File: config.mk
export PLATFORM = sky130hd
export DESIGN_NAME = dbt_top
export DESIGN_NICKNAME = d
export VERILOG_FILES = /design/src/verilog/dbt_pkg.sv /design/src/verilog/dbt_comp.sv /design/src/verilog/dbt_top.sv
export SDC_FILE = /design/constraint.sdc
export NUM_CORES = 1
export LEC_CHECK = 0
export BUFFER_PORTS_ARGS = -buffer_cell sky130_fd_sc_hd__buf_2
export CAP_MARGIN = 20
export CORE_UTILIZATION = 28
export DETAILED_ROUTE_END_ITERATION = 16
export GPL_TIMING_DRIVEN = 0
export SLEW_MARGIN = 20
export SYNTH_ARGS = -nofsm -noshare
export SYNTH_HDL_FRONTEND = slang
export SYNTH_SLANG_ARGS = --single-unit
File: constraint.sdc
create_clock -name mclk -period 4.95 [get_ports mclk]
set_clock_uncertainty 0.1 [all_clocks]
set_input_delay 0.495 -clock mclk [delete_from_list [all_inputs] [get_ports mclk]]
set_output_delay 0.495 -clock mclk [all_outputs]
set_load 0.03 [all_outputs]
File: src/verilog/dbt_pkg.sv
// Constants, carriers and state types of the debug breakpoint/trace block
package dbt_pkg;
    // Register port indices (one byte each)
    localparam logic [3:0] R_BKPT_H  = 4'h0;
    localparam logic [3:0] R_BKPT_L  = 4'h1;
    localparam logic [3:0] R_BDC_CTL = 4'h2;
    localparam logic [3:0] R_CMPA_H  = 4'h3;
    localparam logic [3:0] R_CMPA_L  = 4'h4;
    localparam logic [3:0] R_CMPB_H  = 4'h5;
    localparam logic [3:0] R_CMPB_L  = 4'h6;
    localparam logic [3:0] R_FIFO_H  = 4'h7;
    localparam logic [3:0] R_FIFO_L  = 4'h8;
    localparam logic [3:0] R_CTRL    = 4'h9;
    localparam logic [3:0] R_TRIG    = 4'hA;
    localparam logic [3:0] R_STAT    = 4'hB;
    // Background controller control bits
    localparam int BKPT_EN_BIT = 7;
    localparam int FTSEL_BIT   = 6;
    // Debug control bits
    localparam int ARM_BIT   = 7;
    localparam int BRKEN_BIT = 6;
    localparam int TAG_BIT   = 5;
    localparam int COMP_A_RW_QUALIFY_ENABLE_BIT = 3;
    localparam int RWA_BIT   = 2;
    localparam int RWBEN_BIT = 1;
    localparam int RWB_BIT   = 0;
    // Trigger control bits; mode in the low nibble
    localparam int TRGSEL_BIT = 7;
    localparam int BEGIN_BIT  = 6;
    // Status bits; valid count in the low nibble
    localparam int AFLAG_BIT = 7;
    localparam int BFLAG_BIT = 6;
    localparam int ARMED_BIT = 5;
    // FIFO shape and counts
    localparam int         FIFO_DEPTH = 8;
    localparam logic [3:0] CNT_FULL   = 4'h8;
    localparam logic [3:0] CNT_ONE    = 4'h1;
    localparam logic [1:0] COF_SKIP   = 2'h2;
    localparam logic [1:0] SKIP_ONE   = 2'h1;

    typedef logic [FIFO_DEPTH-1:0][15:0] dbt_fifo_t;

    typedef enum logic [3:0] {
        TM_A_ONLY, TM_A_OR_B, TM_A_THEN_B, TM_A_AND_BD, TM_A_NOT_BD,
        TM_EV_B, TM_A_THEN_EV_B, TM_INSIDE, TM_OUTSIDE
    } dbt_mode_e;

    typedef enum logic [2:0] {
        COF_NONE, COF_COND, COF_ALWAYS, COF_NEVER,
        COF_INDIRECT, COF_IRQ, COF_RET_INT, COF_RET_SUB
    } dbt_cof_e;

    typedef enum logic [1:0] {RS_IDLE, RS_WAIT, RS_CAPT} dbt_run_e;

    typedef struct packed {
        logic [15:0] addr;
        logic [7:0]  rdata;
        logic [7:0]  wdata;
        logic        rw;
        logic        op_fetch;
        logic        bdc_access;
    } dbt_cpu_s;

    typedef struct packed {
        logic        valid;
        logic [15:0] addr;
    } dbt_exec_s;

    typedef struct packed {
        dbt_cof_e    kind;
        logic [15:0] src;
        logic [15:0] dst;
    } dbt_cof_s;

    typedef struct packed {
        logic [3:0] addr;
        logic [7:0] wdata;
        logic       wr;
        logic       rd;
    } dbt_reg_req_s;

    typedef struct packed {
        logic [15:0] bdc_breakpoint_match;
        logic        breakpoint_enable_bit;
        logic        force_tag_select;
        logic [15:0] cmp_a_ref;
        logic [15:0] cmp_b_ref;
        logic [7:0]  ctrl;
        logic [7:0]  trig;
        dbt_run_e    run;
        logic        comp_a_match_flag;
        logic        comp_b_match_flag;
        logic        seen_a;
        logic [3:0]  fifo_valid_count;
        logic [1:0]  skip_left;
        dbt_fifo_t   fifo;
        logic [15:0] last_fetch;
        logic [7:0]  rdata;
        logic        force_brk;
        logic        tag_brk;
    } dbt_state_s;
endpackage

File: src/verilog/dbt_comp.sv
// One qualified 16-bit comparator with equality and magnitude outputs
`timescale 1ns/100ps
`default_nettype none
module dbt_comp (
    input  wire logic [15:0] ref_val,
    input  wire logic [15:0] value,
    input  wire logic        valid,
    input  wire logic        suppress,
    input  wire logic        rw_en,
    input  wire logic        rw_val,
    input  wire logic        cpu_rw,
    output logic             eq,
    output logic             lt,
    output logic             gt
);
    logic qual;

    // Debugger accesses and R/W mismatches mask every output
    always_comb begin
        qual = valid && !suppress && (!rw_en || (cpu_rw == rw_val));
        eq   = qual && (value == ref_val);
        lt   = qual && (value < ref_val);
        gt   = qual && (value > ref_val);
    end
endmodule
`default_nettype wire

File: src/verilog/dbt_top.sv
// Debug breakpoint, trigger and trace FIFO logic beside the CPU
//
// Behaviour
// Compare CPU address to stored 16-bit match value every bus cycle.
// Forced mode: any access to match address requests background entry.
// Tagged mode: opcode fetched from match address is marked for the CPU.
// Enable bit resets to 0; while 0 no controller breakpoint is requested.
// Select bit 1 chooses forced, 0 chooses tagged breakpoints.
// Eight-entry capture FIFO fed under control of the trigger logic.
// Two 16-bit comparators, each with its own optional R/W qualification.
// Opcode tracking: match counts only when the opcode actually executes.
// Comparators also give less-than and greater-than for range modes.
// Comparators are suppressed during every debugger bus access.
// A compares address; B compares address or 8-bit data by mode.
// Data compare uses write bus if A qualifies on write, else read bus.
// A qualified match breaks, stores data, begins or ends tracing.
// Count reports valid words; early disarm shifts contents by one.
// Address modes: high then low byte; low byte read shifts FIFO.
// Event modes store 8-bit data; low byte read alone shifts FIFO.
// Trigger change of flow and two cycles after it are not stored.
// End trace stores a change-of-flow trigger as the last entry.
// Disarmed, each low byte read pushes last fetched opcode address.
// Profiling host discards the first eight values read.
// Taken conditional branch stores its own address; always/never nothing.
// Indirect jumps, interrupts and returns store the destination.
// Writing arm set arms the run and clears match flags and count.
// Begin trace ends when FIFO full; end trace ends at trigger.
// Four-bit count 0 to 8, saturates at 8, drops per shifting read; a read that also pushes, as every disarmed read does, leaves it unchanged.
`timescale 1ns/100ps
`default_nettype none
module dbt_top (
    input  wire logic                  mclk,
    input  wire logic                  rst_n,
    input  wire dbt_pkg::dbt_cpu_s     cpu,
    input  wire dbt_pkg::dbt_exec_s    exec_op,
    input  wire dbt_pkg::dbt_cof_s     cof,
    input  wire dbt_pkg::dbt_reg_req_s reg_req,
    output logic [7:0]                 reg_rdata,
    output logic                       force_break,
    output logic                       tag_break,
    output logic                       armed_flag
);
    import dbt_pkg::*;

    dbt_state_s  q;
    dbt_state_s  d;
    dbt_mode_e   mode;
    logic [15:0] cmp_addr;
    logic        cmp_valid;
    logic [7:0]  bus_data;
    logic        a_eq, a_lt, a_gt;
    logic        b_eq, b_lt, b_gt;
    logic        bd_eq;
    logic        trig, brk_trig, ev_mode, full_mode, begin_type;
    logic        bdc_hit, cof_ok, push, pop;
    logic [15:0] push_val, cof_val;
    logic        wr_ctrl, rd_low;

    ////////////////////////////////////////////////////////////////////
    // Helpers

    // Shift toward the read head, new word enters at the tail
    function automatic dbt_fifo_t fifo_shift(input dbt_fifo_t f,
                                             input logic [15:0] v);
        dbt_fifo_t r;
        r = f;
        for (int i = 0; i < FIFO_DEPTH - 1; i++) begin
            r[i] = f[i+1];
        end
        r[FIFO_DEPTH-1] = v;
        return r;
    endfunction

    // Whether a change of flow leaves an address in the FIFO
    function automatic logic cof_stores(input dbt_cof_e k);
        return (k == COF_COND) || (k == COF_INDIRECT) || (k == COF_IRQ)
            || (k == COF_RET_INT) || (k == COF_RET_SUB);
    endfunction

    ////////////////////////////////////////////////////////////////////
    // Comparators

    // Opcode tracking swaps the fetch address for the executed one
    always_comb begin
        mode      = dbt_mode_e'(q.trig[3:0]);
        cmp_addr  = q.trig[TRGSEL_BIT] ? exec_op.addr : cpu.addr;
        cmp_valid = q.trig[TRGSEL_BIT] ? exec_op.valid : 1'b1;
        // Write bus only when A is qualified on write cycles
        bus_data  = (q.ctrl[COMP_A_RW_QUALIFY_ENABLE_BIT] && !q.ctrl[RWA_BIT])
                  ? cpu.wdata : cpu.rdata;
    end

    // A always watches the address
    dbt_comp u_cmp_a (
        .ref_val  (q.cmp_a_ref),
        .value    (cmp_addr),
        .valid    (cmp_valid),
        .suppress (cpu.bdc_access),
        .rw_en    (q.ctrl[COMP_A_RW_QUALIFY_ENABLE_BIT]),
        .rw_val   (q.ctrl[RWA_BIT]),
        .cpu_rw   (cpu.rw),
        .eq       (a_eq),
        .lt       (a_lt),
        .gt       (a_gt)
    );

    // B on the address for address modes
    dbt_comp u_cmp_b (
        .ref_val  (q.cmp_b_ref),
        .value    (cmp_addr),
        .valid    (cmp_valid),
        .suppress (cpu.bdc_access),
        .rw_en    (q.ctrl[RWBEN_BIT]),
        .rw_val   (q.ctrl[RWB_BIT]),
        .cpu_rw   (cpu.rw),
        .eq       (b_eq),
        .lt       (b_lt),
        .gt       (b_gt)
    );

    // B low byte on data; its high half is forced equal, hence unused
    dbt_comp u_cmp_bd (
        .ref_val  (q.cmp_b_ref),
        .value    ({q.cmp_b_ref[15:8], bus_data}),
        .valid    (1'b1),
        .suppress (cpu.bdc_access),
        .rw_en    (q.ctrl[COMP_A_RW_QUALIFY_ENABLE_BIT]),
        .rw_val   (q.ctrl[RWA_BIT]),
        .cpu_rw   (cpu.rw),
        .eq       (bd_eq),
        .lt       (),
        .gt       ()
    );

    ////////////////////////////////////////////////////////////////////
    // Trigger decode

    always_comb begin
        ev_mode   = (mode == TM_EV_B) || (mode == TM_A_THEN_EV_B);
        full_mode = (mode == TM_A_AND_BD) || (mode == TM_A_NOT_BD);
        // Event-only runs are always begin type
        begin_type = ev_mode || q.trig[BEGIN_BIT];
        case (mode)
            TM_A_ONLY:      trig = a_eq;
            TM_A_OR_B:      trig = a_eq || b_eq;
            TM_A_THEN_B:    trig = q.seen_a && b_eq;
            TM_A_AND_BD:    trig = a_eq && bd_eq;
            TM_A_NOT_BD:    trig = a_eq && !bd_eq;
            TM_EV_B:        trig = b_eq;
            TM_A_THEN_EV_B: trig = q.seen_a && b_eq;
            TM_INSIDE:      trig = (a_eq || a_gt) && (b_eq || b_lt);
            TM_OUTSIDE:     trig = a_lt || b_gt;
            default:        trig = 1'b0;
        endcase
        // A tag request in full modes ignores the data half
        brk_trig = (full_mode && q.ctrl[TAG_BIT]) ? a_eq : trig;
    end

    ////////////////////////////////////////////////////////////////////
    // Next state

    always_comb begin
        d        = q;
        d.rdata  = 8'h00;
        push     = 1'b0;
        pop      = 1'b0;
        push_val = 16'h0000;
        wr_ctrl  = reg_req.wr && (reg_req.addr == R_CTRL);
        rd_low   = reg_req.rd && (reg_req.addr == R_FIFO_L);
        // Conditional branches keep the source, the rest the target
        cof_val  = (cof.kind == COF_COND) ? cof.src : cof.dst;
        cof_ok   = cof_stores(cof.kind);

        // Background controller breakpoint, gated by its enable
        bdc_hit = q.breakpoint_enable_bit
               && (cpu.addr == q.bdc_breakpoint_match);
        d.force_brk = bdc_hit && q.force_tag_select;
        d.tag_brk   = bdc_hit && !q.force_tag_select
                   && cpu.op_fetch;
        // Debug module breakpoint while a run is armed
        if (q.run != RS_IDLE && q.ctrl[BRKEN_BIT] && brk_trig) begin
            if (q.ctrl[TAG_BIT]) begin
                d.tag_brk = 1'b1;
            end else begin
                d.force_brk = 1'b1;
            end
        end

        // Match flags and A-then-B memory while armed
        if (q.run != RS_IDLE) begin
            if (a_eq) begin
                d.comp_a_match_flag = 1'b1;
                d.seen_a = 1'b1;
            end
            if (full_mode ? bd_eq : b_eq) begin
                d.comp_b_match_flag = 1'b1;
            end
        end

        // Run sequencing and what gets captured
        case (q.run)
            RS_WAIT: begin
                if (trig) begin
                    d.run = RS_CAPT;
                    d.skip_left = COF_SKIP;
                end
            end
            RS_CAPT: begin
                if (ev_mode) begin
                    if (trig) begin
                        push = 1'b1;
                        push_val = {8'h00, bus_data};
                    end
                end else if (!begin_type && trig) begin
                    // Trigger that is itself a change of flow goes last
                    push = cof_ok;
                    push_val = cof_val;
                    d.run = RS_IDLE;
                end else if (q.skip_left != 2'h0) begin
                    d.skip_left = q.skip_left - SKIP_ONE;
                end else begin
                    push = cof_ok;
                    push_val = cof_val;
                end
            end
            default: begin
                // Disarmed: each low byte read samples the fetch address
                if (rd_low) begin
                    push = 1'b1;
                    push_val = q.last_fetch;
                end
            end
        endcase

        // Low byte read shifts the FIFO toward the port
        pop = rd_low;
        if (push || pop) begin
            d.fifo = fifo_shift(q.fifo, push ? push_val : 16'h0000);
        end
        if (push && !pop && q.fifo_valid_count != CNT_FULL) begin
            d.fifo_valid_count = q.fifo_valid_count + CNT_ONE;
        end else if (pop && !push && q.fifo_valid_count != 4'h0) begin
            d.fifo_valid_count = q.fifo_valid_count - CNT_ONE;
        end
        // Begin-type runs stop once the last free slot fills
        if (q.run != RS_IDLE && begin_type && push && !pop
            && q.fifo_valid_count == CNT_FULL - CNT_ONE) begin
            d.run = RS_IDLE;
        end

        if (cpu.op_fetch) begin
            d.last_fetch = cpu.addr;
        end

        // Register writes; arming overrides any capture this cycle
        if (reg_req.wr) begin
            if (reg_req.addr == R_BKPT_H) begin
                d.bdc_breakpoint_match[15:8] = reg_req.wdata;
            end else if (reg_req.addr == R_BKPT_L) begin
                d.bdc_breakpoint_match[7:0] = reg_req.wdata;
            end else if (reg_req.addr == R_BDC_CTL) begin
                d.breakpoint_enable_bit = reg_req.wdata[BKPT_EN_BIT];
                d.force_tag_select = reg_req.wdata[FTSEL_BIT];
            end else if (reg_req.addr == R_CMPA_H) begin
                d.cmp_a_ref[15:8] = reg_req.wdata;
            end else if (reg_req.addr == R_CMPA_L) begin
                d.cmp_a_ref[7:0] = reg_req.wdata;
            end else if (reg_req.addr == R_CMPB_H) begin
                d.cmp_b_ref[15:8] = reg_req.wdata;
            end else if (reg_req.addr == R_CMPB_L) begin
                d.cmp_b_ref[7:0] = reg_req.wdata;
            end else if (reg_req.addr == R_TRIG) begin
                d.trig = reg_req.wdata;
            end
        end
        if (wr_ctrl) begin
            d.ctrl = reg_req.wdata;
            if (reg_req.wdata[ARM_BIT]) begin
                // End trace and event runs record from arming; other begin runs wait for trigger
                d.run = begin_type && !ev_mode ? RS_WAIT : RS_CAPT;
                if (!ev_mode && !q.trig[BEGIN_BIT]) begin
                    d.run = RS_CAPT;
                end
                d.comp_a_match_flag = 1'b0;
                d.comp_b_match_flag = 1'b0;
                d.fifo_valid_count  = 4'h0;
                d.seen_a    = 1'b0;
                d.skip_left = 2'h0;
            end else begin
                d.run = RS_IDLE;
                // Early stop leaves contents one slot further along
                if (q.run != RS_IDLE && q.fifo_valid_count != CNT_FULL) begin
                    d.fifo = fifo_shift(q.fifo, 16'h0000);
                end
            end
        end

        // Read data, one cycle after the strobe
        if (reg_req.rd) begin
            if (reg_req.addr == R_BKPT_H) begin
                d.rdata = q.bdc_breakpoint_match[15:8];
            end else if (reg_req.addr == R_BKPT_L) begin
                d.rdata = q.bdc_breakpoint_match[7:0];
            end else if (reg_req.addr == R_BDC_CTL) begin
                d.rdata[BKPT_EN_BIT] = q.breakpoint_enable_bit;
                d.rdata[FTSEL_BIT]   = q.force_tag_select;
            end else if (reg_req.addr == R_CMPA_H) begin
                d.rdata = q.cmp_a_ref[15:8];
            end else if (reg_req.addr == R_CMPA_L) begin
                d.rdata = q.cmp_a_ref[7:0];
            end else if (reg_req.addr == R_CMPB_H) begin
                d.rdata = q.cmp_b_ref[15:8];
            end else if (reg_req.addr == R_CMPB_L) begin
                d.rdata = q.cmp_b_ref[7:0];
            end else if (reg_req.addr == R_FIFO_H) begin
                d.rdata = q.fifo[0][15:8];
            end else if (reg_req.addr == R_FIFO_L) begin
                d.rdata = q.fifo[0][7:0];
            end else if (reg_req.addr == R_CTRL) begin
                d.rdata = q.ctrl;
            end else if (reg_req.addr == R_TRIG) begin
                d.rdata = q.trig;
            end else if (reg_req.addr == R_STAT) begin
                d.rdata[AFLAG_BIT] = q.comp_a_match_flag;
                d.rdata[BFLAG_BIT] = q.comp_b_match_flag;
                d.rdata[ARMED_BIT] = q.run != RS_IDLE;
                d.rdata[3:0] = q.fifo_valid_count;
            end
        end
    end

    ////////////////////////////////////////////////////////////////////
    // State register

    always_ff @(posedge mclk or negedge rst_n) begin
        if (!rst_n) begin
            q <= '0;
        end else begin
            q <= d;
        end
    end

    assign reg_rdata   = q.rdata;
    assign force_break = q.force_brk;
    assign tag_break   = q.tag_brk;
    assign armed_flag  = q.run != RS_IDLE;
endmodule
`default_nettype wire
== After elaboration in Yosys (flattened, before gate mapping) ==
Cells that the tools add are included.
Cells by class
  add/sub/neg operators: 3
  multipliers: 0
  divide/modulo/power cells: 0
  order comparisons: 4
  equal/unequal tests: 37
  shift-type cells: 0
  muxes and demuxes: 64
  bitwise operators: 7
  reduce and logical (&&, ||, !) cells: 78
Operators by type and width (number)
  $mux W128: 3
  $mux W139: 1
  $mux W16: 7
  $mux W8: 12
  $eq A16 B16 Y1: 3
  $logic_and A1 B1 Y1: 37
  $eq A4 B3 Y1 const B: 9
  $gt A16 B16 Y1: 2
  $lt A16 B16 Y1: 2
  $pmux W16 S2: 1
  $mux W2: 13
  $eq A4 B4 Y1 const B: 5
  $eq A4 B2 Y1 const B: 4
  $mux W4: 4
  $ne A4 B4 Y1 const B: 4
  $logic_or A1 B1 Y1: 14
  $mux W1: 14
  $eq A3 B3 Y1 const B: 4
  $logic_not A1 Y1: 11
  $mux W3: 3
  $mux W9: 1
  $reduce_and A9 Y1: 1
  $eq A4 B1 Y1 const B: 2
  $eq A8 B8 Y1: 1
  23 further kinds: 35
Storage, ports and cells
  bits in registers: 231
  bits in latches: 0
  RAM bits: 0
  memory bits (read-only): 0
  input bits: 103
  output and inout bits: 11
  memories: 0

== Longest topological paths before layout ==
Gate-level depths: netlist of the first run.
  word-level depth: 19
  depth in mapped cells: 14
  gate-level depth less buffers: 10

== By module ==
A second synthesis of the first run with hierarchy kept.
Second synthesis, totals
  cells, all modules: 1065
  area total of the unflattened synthesis: 12390.6 µm²
Modules (own cells, without submodules)
  dbt_top: instances 1, cells an instance 879, area each 11020.6 µm², seq. area each 5780.5 µm²
  dbt_comp: instances 3, cells an instance 62, area each 456.7 µm², seq. area each 0.0 µm²

== Worst setup path after synthesis of the first run ==
No wires, ideal clock.
  path type: reg-to-reg
  start: register q[172] (netlist bit)
  end: register q[138] (netlist bit)
  data arrival time: 3.746 ns
  required time: 4.724 ns
  path slack: 0.978 ns
  cell stages (with the launch flop): 15
  cells stage by stage: dfrtp_1 -> buf_2 -> buf_1 -> mux2_2 -> ha_1 -> nor2b_1 -> o211ai_1 -> a2111o_1 -> a31oi_1 -> mux2i_1 -> o31ai_4 -> and3_2 -> buf_8 -> buf_6 -> a221o_1
RTL lines
  start: declaration: RTL line dbt_top.sv:45  | dbt_state_s q;
  start signal: assignment: RTL line dbt_top.sv:337  | q <= '0;
  start signal: assignment: RTL line dbt_top.sv:339  | q <= d;

==> results of run 1 <==
worst max-delay path: cells and delay by family, from the launching register on:
family,cells,cell delay (ns)
flip-flops,1,0.32
adder cells (fa/ha/maj),1,0.34
multiplexers,2,1.18
AND/OR/NAND/NOR,2,0.55
AO/OA/AOI/OAI,4,1.29
buffers and inverters,3,0.77
final cells by class:
cell class,instances,share of cell area (%)
Sequential cell,231,40.6
Inverter,49,1.29
Clock buffer,35,5.22
Timing Repair Buffer,112,4.36
Clock inverter,10,0.870
Multi-Input combinational cell,704,40.2
Buffer,59,2.71
Tap cell,539,4.73
through the flow:
stage	std cells	utilization (%)	area (um2)	total power [W]	setup slack, ns
after floorplan	1044	-	12100	0.00481	0.978
after global placement	1692	31.4	13300	0.00557	-0.811
after detailed placement	1694	31.6	13300	0.00567	-0.380
after CTS	1739	33.7	14200	0.00765	0.200
after global routing	1739	33.7	14200	0.00805	0.0667
final	1739	33.7	14200	0.00760	0.270
path summary, 6_finish.rpt:
check | from | endpoint | slack (ns) | depth (start not counted)
min in group asynchronous | rst_n | force_break | 0.39 | 2
max | q[172] | q[139] | 0.27 | 12
max in group asynchronous | rst_n | q[105] | 3.46 | 3
min | cpu[26] | q[17] | 0.13 | 2
max reg2reg | q[172] | q[139] | 0.27 | 12
min reg2reg | q[75] | q[59] | 0.38 | 1
layer usage:
layer | vias to the layer above | part of all wire [%] | global-route usage [%]
met2 | 391 | 42 | 24.4
met5 | - | 0 | 0
li1 | 4053 | - | -
met1 | 4526 | 47 | 24.7
met3 | 48 | 8.1 | 3.16
met4 | 0 | 2.5 | 4.43
state kept, by name (all words and copies together) (netlist names):
register / flops
q: 217
reg_rdata: 8
mode: 4
tag_break: 1
force_break: 1
synth_stat cells, types with 10 or more instances:
master,instances
nand2b_1,16
xnor2_1,17
nor2_1,38
mux2_1,92
a221o_1,11
clkbuf_1,30
inv_1,49
buf_8,10
buf_4,11
nand2_1,93
nand3_1,20
a21oi_1,48
o21ai_0,33
mux2_2,104
nor2b_1,12
ha_1,37
dfrtp_1,231
nand4_1,14
mux2i_1,28
cells by family after synthesis:
logic type,Yosys count,synth area share (%)
AO/OA/AOI/OAI,175,10.3
XOR/XNOR,25,1.82
adder cells (fa/ha/maj),37,3.84
buffers and inverters,109,4.75
flip-flops,231,47.9
multiplexers,231,21.9
AND/OR/NAND/NOR,236,9.46
power breakdown:
part | internal (W) | switching (W) | leakage, nW
logic | 0.00128 | 0.00134 | 3.07
clock network | 0.00116 | 0.000790 | 0.426
registers | 0.00255 | 0.000466 | 2.87
repair_timing:
item | 4_1_cts | 5_1_grt
setup endpoints to repair | 128 | 49
cloned | 0 | 0
endpoints found under the hold margin | 61 | 0
buffers inserted | 0 | 0
hold buffers | 1 | 0
gates resized for setup | 2 | 2
==> flow_summary_export.csv, run 1 <==
group,metric,value,unit
cts,clkSlewWorstSetupHoldPaths,0.06,ns
cells_and_area,num-fill-cells,4239,
logic_synthesis,yosys_register_bits,231,
logic_synthesis,syn_area,12100,um2
cells_and_area,final_common_cell,"dfrtp_1",
routing,route.detailed.drc,0,
cts,cts_buffer_depth,3,
logic_synthesis,synthArstFlopShare,100,%
logic_synthesis,syn_nets,1184,
cts,htreeDepth,1,
timing,fmax,0.214,GHz
cells_and_area,syn_to_final_growth,18.1,%
timing,finalMaxSlewViolations,0,
global_routing,grt_remaining_overflow,0,
floorplan,dieArea,43900,um2
floorplan,die-width,210,um
global_routing,grt_max_degree,105,
routing,drt_iter0_drc,716,
min_path,hold_path_class,"in -> reg",
global_routing,grt_pass1_vias,8881,
cts,insertion_delay,0.55,ns
power_and_ir_drop,powerDensity,533,nW/um2
floorplan,row_count,75,
timing,worstMarginPinSlew,1.00,ns
global_routing,track_usage,16.6,%
global_routing,grt_pass1_wl,55.0,mm
cells_and_area,final_cell_mix,"dfrtp_1 (231), buf_2 (110), mux2_2 (104)",
logic_synthesis,synth-seq-area-share,47.9,%
logic_synthesis,synth_cell_types,71,
worst_setup_path,crit_slowest_cell,"mux2i_1",
logic_synthesis,ys.flop_type,"dfrtp_1",
worst_setup_path,worstPathMaxFanout,19,
job,maxCapViolCount,0,
routing,wl_per_cell,20.8,um
logic_synthesis,synth_top_area_cell,"dfrtp_1",
logic_synthesis,synth_edf_count,0,
floorplan,io_pins,114,
global_routing,antenna_found_initial,2,
logic_synthesis,netlist_instances,1044,
placed_design,place.gp.congestion,0.941,
cts,clkSinkCount,231,
worst_setup_path,max_stage_delay,0.72,ns
timing,whs,0.131,ns
timing,rsz0062_at_grt,"no",
logic_synthesis,ys_warn_count,0,
worst_setup_path,crit_type,"reg -> reg",
cells_and_area,multi_input_area,5730,um2
floorplan,coreArea,42200,um2
timing,setup_viol,0,
routing,antenna_left,0,
timing,slew_headroom,33.1,%
floorplan,start_util,28.6,%
logic_synthesis,synth_area_per_cell,11.6,um2
timing,period_minus_slack,4.68,ns
worst_setup_path,crit_chain,"buf_2, mux2_2, ha_1, nand4_1, a2111o_1, a31oi_1, mux2i_1, o31ai_4, and3_2, buf_8, buf_6, a221o_1",
timing,post-route-period-util,94.5,%
worst_setup_path,critPathRequiredTime,5.26,ns
worst_setup_path,end_kind,"flop",
logic_synthesis,ys_top_cells_by_area,"dfrtp_1 (48%), mux2_2 (9.7%), mux2_1 (8.6%)",
placed_design,io_buffers,109,
logic_synthesis,yosysTopAreaCellShare,47.9,%
cells_and_area,n_antenna_cell,0,
timing,tns,0,ns
placed_design,dp_hpwl,28.1,mm
cells_and_area,fin_nets,1322,
cts,cts_tree,"yes",
timing,finalHoldViolCount,0,
cts,cts_root_buf,"clkbuf_16",
routing,wl,36.1,mm
worst_setup_path,cp-start-kind,"flop",
power_and_ir_drop,leakagePower,6.37,nW
cts,cts_inserted_buffers,25,
power_and_ir_drop,max-vdd-ir-drop,248,uV
floorplan,fp.dieH,210,um
cells_and_area,drive_above_1_share,25.2,%
outcome,status,"finished clean",
worst_setup_path,cp.arrival,4.99,ns
cells_and_area,register_area,5780,um2
routing,vias_per_cell,5.19,
routing,dr_total_vias,9018,
routing,dr.pass1.iters,5,
Note: power is estimated with default switching activity, not from simulation.
==> run 2: changes to the inputs <==
clock period = 4 ns   (was 4.95 ns; I/O delays follow)
==> flow_summary_export.csv, run 2 (synthesis results as in run 1) <==
group,metric,value,unit
routing,drt_iter0_drc,758,
worst_setup_path,r2r_slack,0.02,ns
routing,antenna_left,0,
global_routing,grt_pass1_vias,8964,
global_routing,grt_pass1_wl,55.4,mm
cells_and_area,register_area,5780,um2
power_and_ir_drop,leakagePower,6.55,nW
cells_and_area,syn_to_final_growth,21.5,%
cts,clkSlewWorstSetupHoldPaths,0.06,ns
cts,htreeDepth,1,
routing,wl,37.0,mm
global_routing,grt_use_met2,24.2,%
timing,post-route-period-util,99.5,%
worst_setup_path,r2r-end,"q[61]",
timing,rsz0062_at_grt,"yes",
worst_setup_path,cp-start-kind,"flop",
cts,cts_inserted_buffers,25,
global_routing,grt_remaining_overflow,0,
worst_setup_path,crit_type,"reg -> reg",
cts,clkSinkCount,231,
global_routing,met1_usage,24.7,%
cells_and_area,final_cell_mix,"dfrtp_1 (231), buf_2 (109), mux2_2 (96)",
cts,cts_buffer_depth,3,
min_path,whs_path_depth,2,
global_routing,antenna_found_initial,2,
floorplan,dieArea,43900,um2
floorplan,fp.dieH,210,um
cells_and_area,drive_above_1_share,27.8,%
placed_design,io_buffers,109,
timing,whs,0.0355,ns
worst_setup_path,rr_worst_depth,14,
placed_design,dp_hpwl,28.1,mm
timing,worstMarginPinSlew,0.996,ns
cts,insertion_delay,0.55,ns
routing,wl_per_cell,21.1,um
timing,period_minus_slack,3.98,ns
global_routing,use_met3,3.62,%
cells_and_area,num-fill-cells,4202,
routing,route.detailed.drc,0,
floorplan,io_pins,114,
worst_setup_path,cp.arrival,4.29,ns
job,maxCapViolCount,0,
worst_setup_path,r2r_start,"q[172]",
global_routing,grt-busiest-layer,"met1",
cells_and_area,multi_input_area,5940,um2
worst_setup_path,end_kind,"flop",
cells_and_area,fin_nets,1336,
routing,vias_per_cell,5.18,
min_path,holdCritStartpoint,"cpu[23]",
power_and_ir_drop,powerDensity,664,nW/um2
timing,finalMaxSlewViolations,0,
placed_design,place.gp.congestion,0.941,
floorplan,die-width,210,um
cells_and_area,largest_reg_flops,217,
cells_and_area,regMostFlops,"q",
power_and_ir_drop,total_power,0.00973,W
timing,fmax,0.251,GHz
global_routing,grt_max_degree,105,
cts,cts_tree,"yes",
routing,dr_total_vias,9072,
cells_and_area,fin_util,34.7,%
power_and_ir_drop,max-vdd-ir-drop,308,uV
floorplan,coreArea,42200,um2
cells_and_area,n_antenna_cell,0,
cells_and_area,stdcell_count,1753,
worst_setup_path,worstPathMaxFanout,10,
worst_setup_path,critPathRequiredTime,4.31,ns
placed_design,dp.cells,1694,
outcome,status,"finished clean",
floorplan,start_util,28.6,%
cts,cts_root_buf,"clkbuf_16",
global_routing,track_usage,16.7,%
routing,dr.pass1.iters,5,
min_path,min_to,"q[14]",
floorplan,row_count,75,
timing,slew_headroom,33.6,%
cells_and_area,final_common_cell,"dfrtp_1",
timing,finalHoldViolCount,0,
timing,setup_viol,0,
min_path,hold_path_class,"in -> reg",
## run 2: changes by cell type in the layout (fill, tap and decap cells not counted), moves of 7 or more
cell,change
mux2_4,+15
mux2_1,-7
mux2_2,-8
ha_1,-7
ha_4,+7
buf_4,+12
## run 2: final cells by class
cell class                      count  share of cell area, %
Tap cell                          539                   4.60
Timing Repair Buffer              127                   5.33
Sequential cell                   231                   39.4
Buffer                             58                   2.95
Clock buffer                       35                   5.07
Multi-Input combinational cell    704                   40.5
Clock inverter                     10                  0.845
Inverter                           49                   1.26
## run 2: worst max path at each step
stage,from,to,slack (ns),cells past startpoint
global placement,rst_n,q[115],-1.67,1
CTS,q[172],q[93],0.05,14
finish,q[172],q[61],0.02,14
floorplan,q[172],q[138],0.03,14
detailed placement,q[172],q[151],-1.33,12
global route,q[172],q[63],-0.06,14
## run 2: timing repair
action | 4_1_cts | 5_1_grt
gates cloned | 0 | 2
pin swaps | 6 | 13
endpoints found under the setup margin | 138 | 130
hold buffers | 1 | 0
hold endpoints to repair | 61 | 0
gates resized for setup | 19 | 33
setup buffers | 5 | 8
## run 2: worst max-delay path, stage by stage, from the launching register on
cell and delay (ns):
dfrtp_1 0.40, buf_8 0.14, buf_12 0.14, mux2_4 0.34
ha_4 0.28, nand4_1 0.20, buf_4 0.20, a2111o_1 0.38
a31oi_4 0.26, mux2i_4 0.12, o31ai_4 0.33, and3_4 0.30
clkbuf_16 0.19, buf_12 0.15, mux2_1 0.32
## run 2: power by group
part | internal [W] | total (W) | switching, W
clock network | 0.00143 | 0.00241 | 0.000978
registers | 0.00316 | 0.00375 | 0.000587
logic | 0.00181 | 0.00357 | 0.00176
total | 0.00641 | 0.00973 | 0.00333
## run 2: metal layers
metal | up-vias | part of all wire (%) | wire length [um]
li1 | 4086 | - | -
met1 | 4544 | 46 | 17200
met2 | 387 | 42 | 15700
met3 | 55 | 8.3 | 3070
met4 | 0 | 2.9 | 1070
met5 | - | 0 | 0
## run 2: stage by stage
stage | worst slack [ns] | instance area [um2] | setup TNS [ns]
finish | 0.0182 | 14700 | 0
global placement | -1.67 | 13300 | -530.20
CTS | 0.0452 | 14400 | 0
global route | -0.0607 | 14700 | -2.04
detailed placement | -1.33 | 13300 | -158.78
floorplan | 0.0283 | 12100 | 0
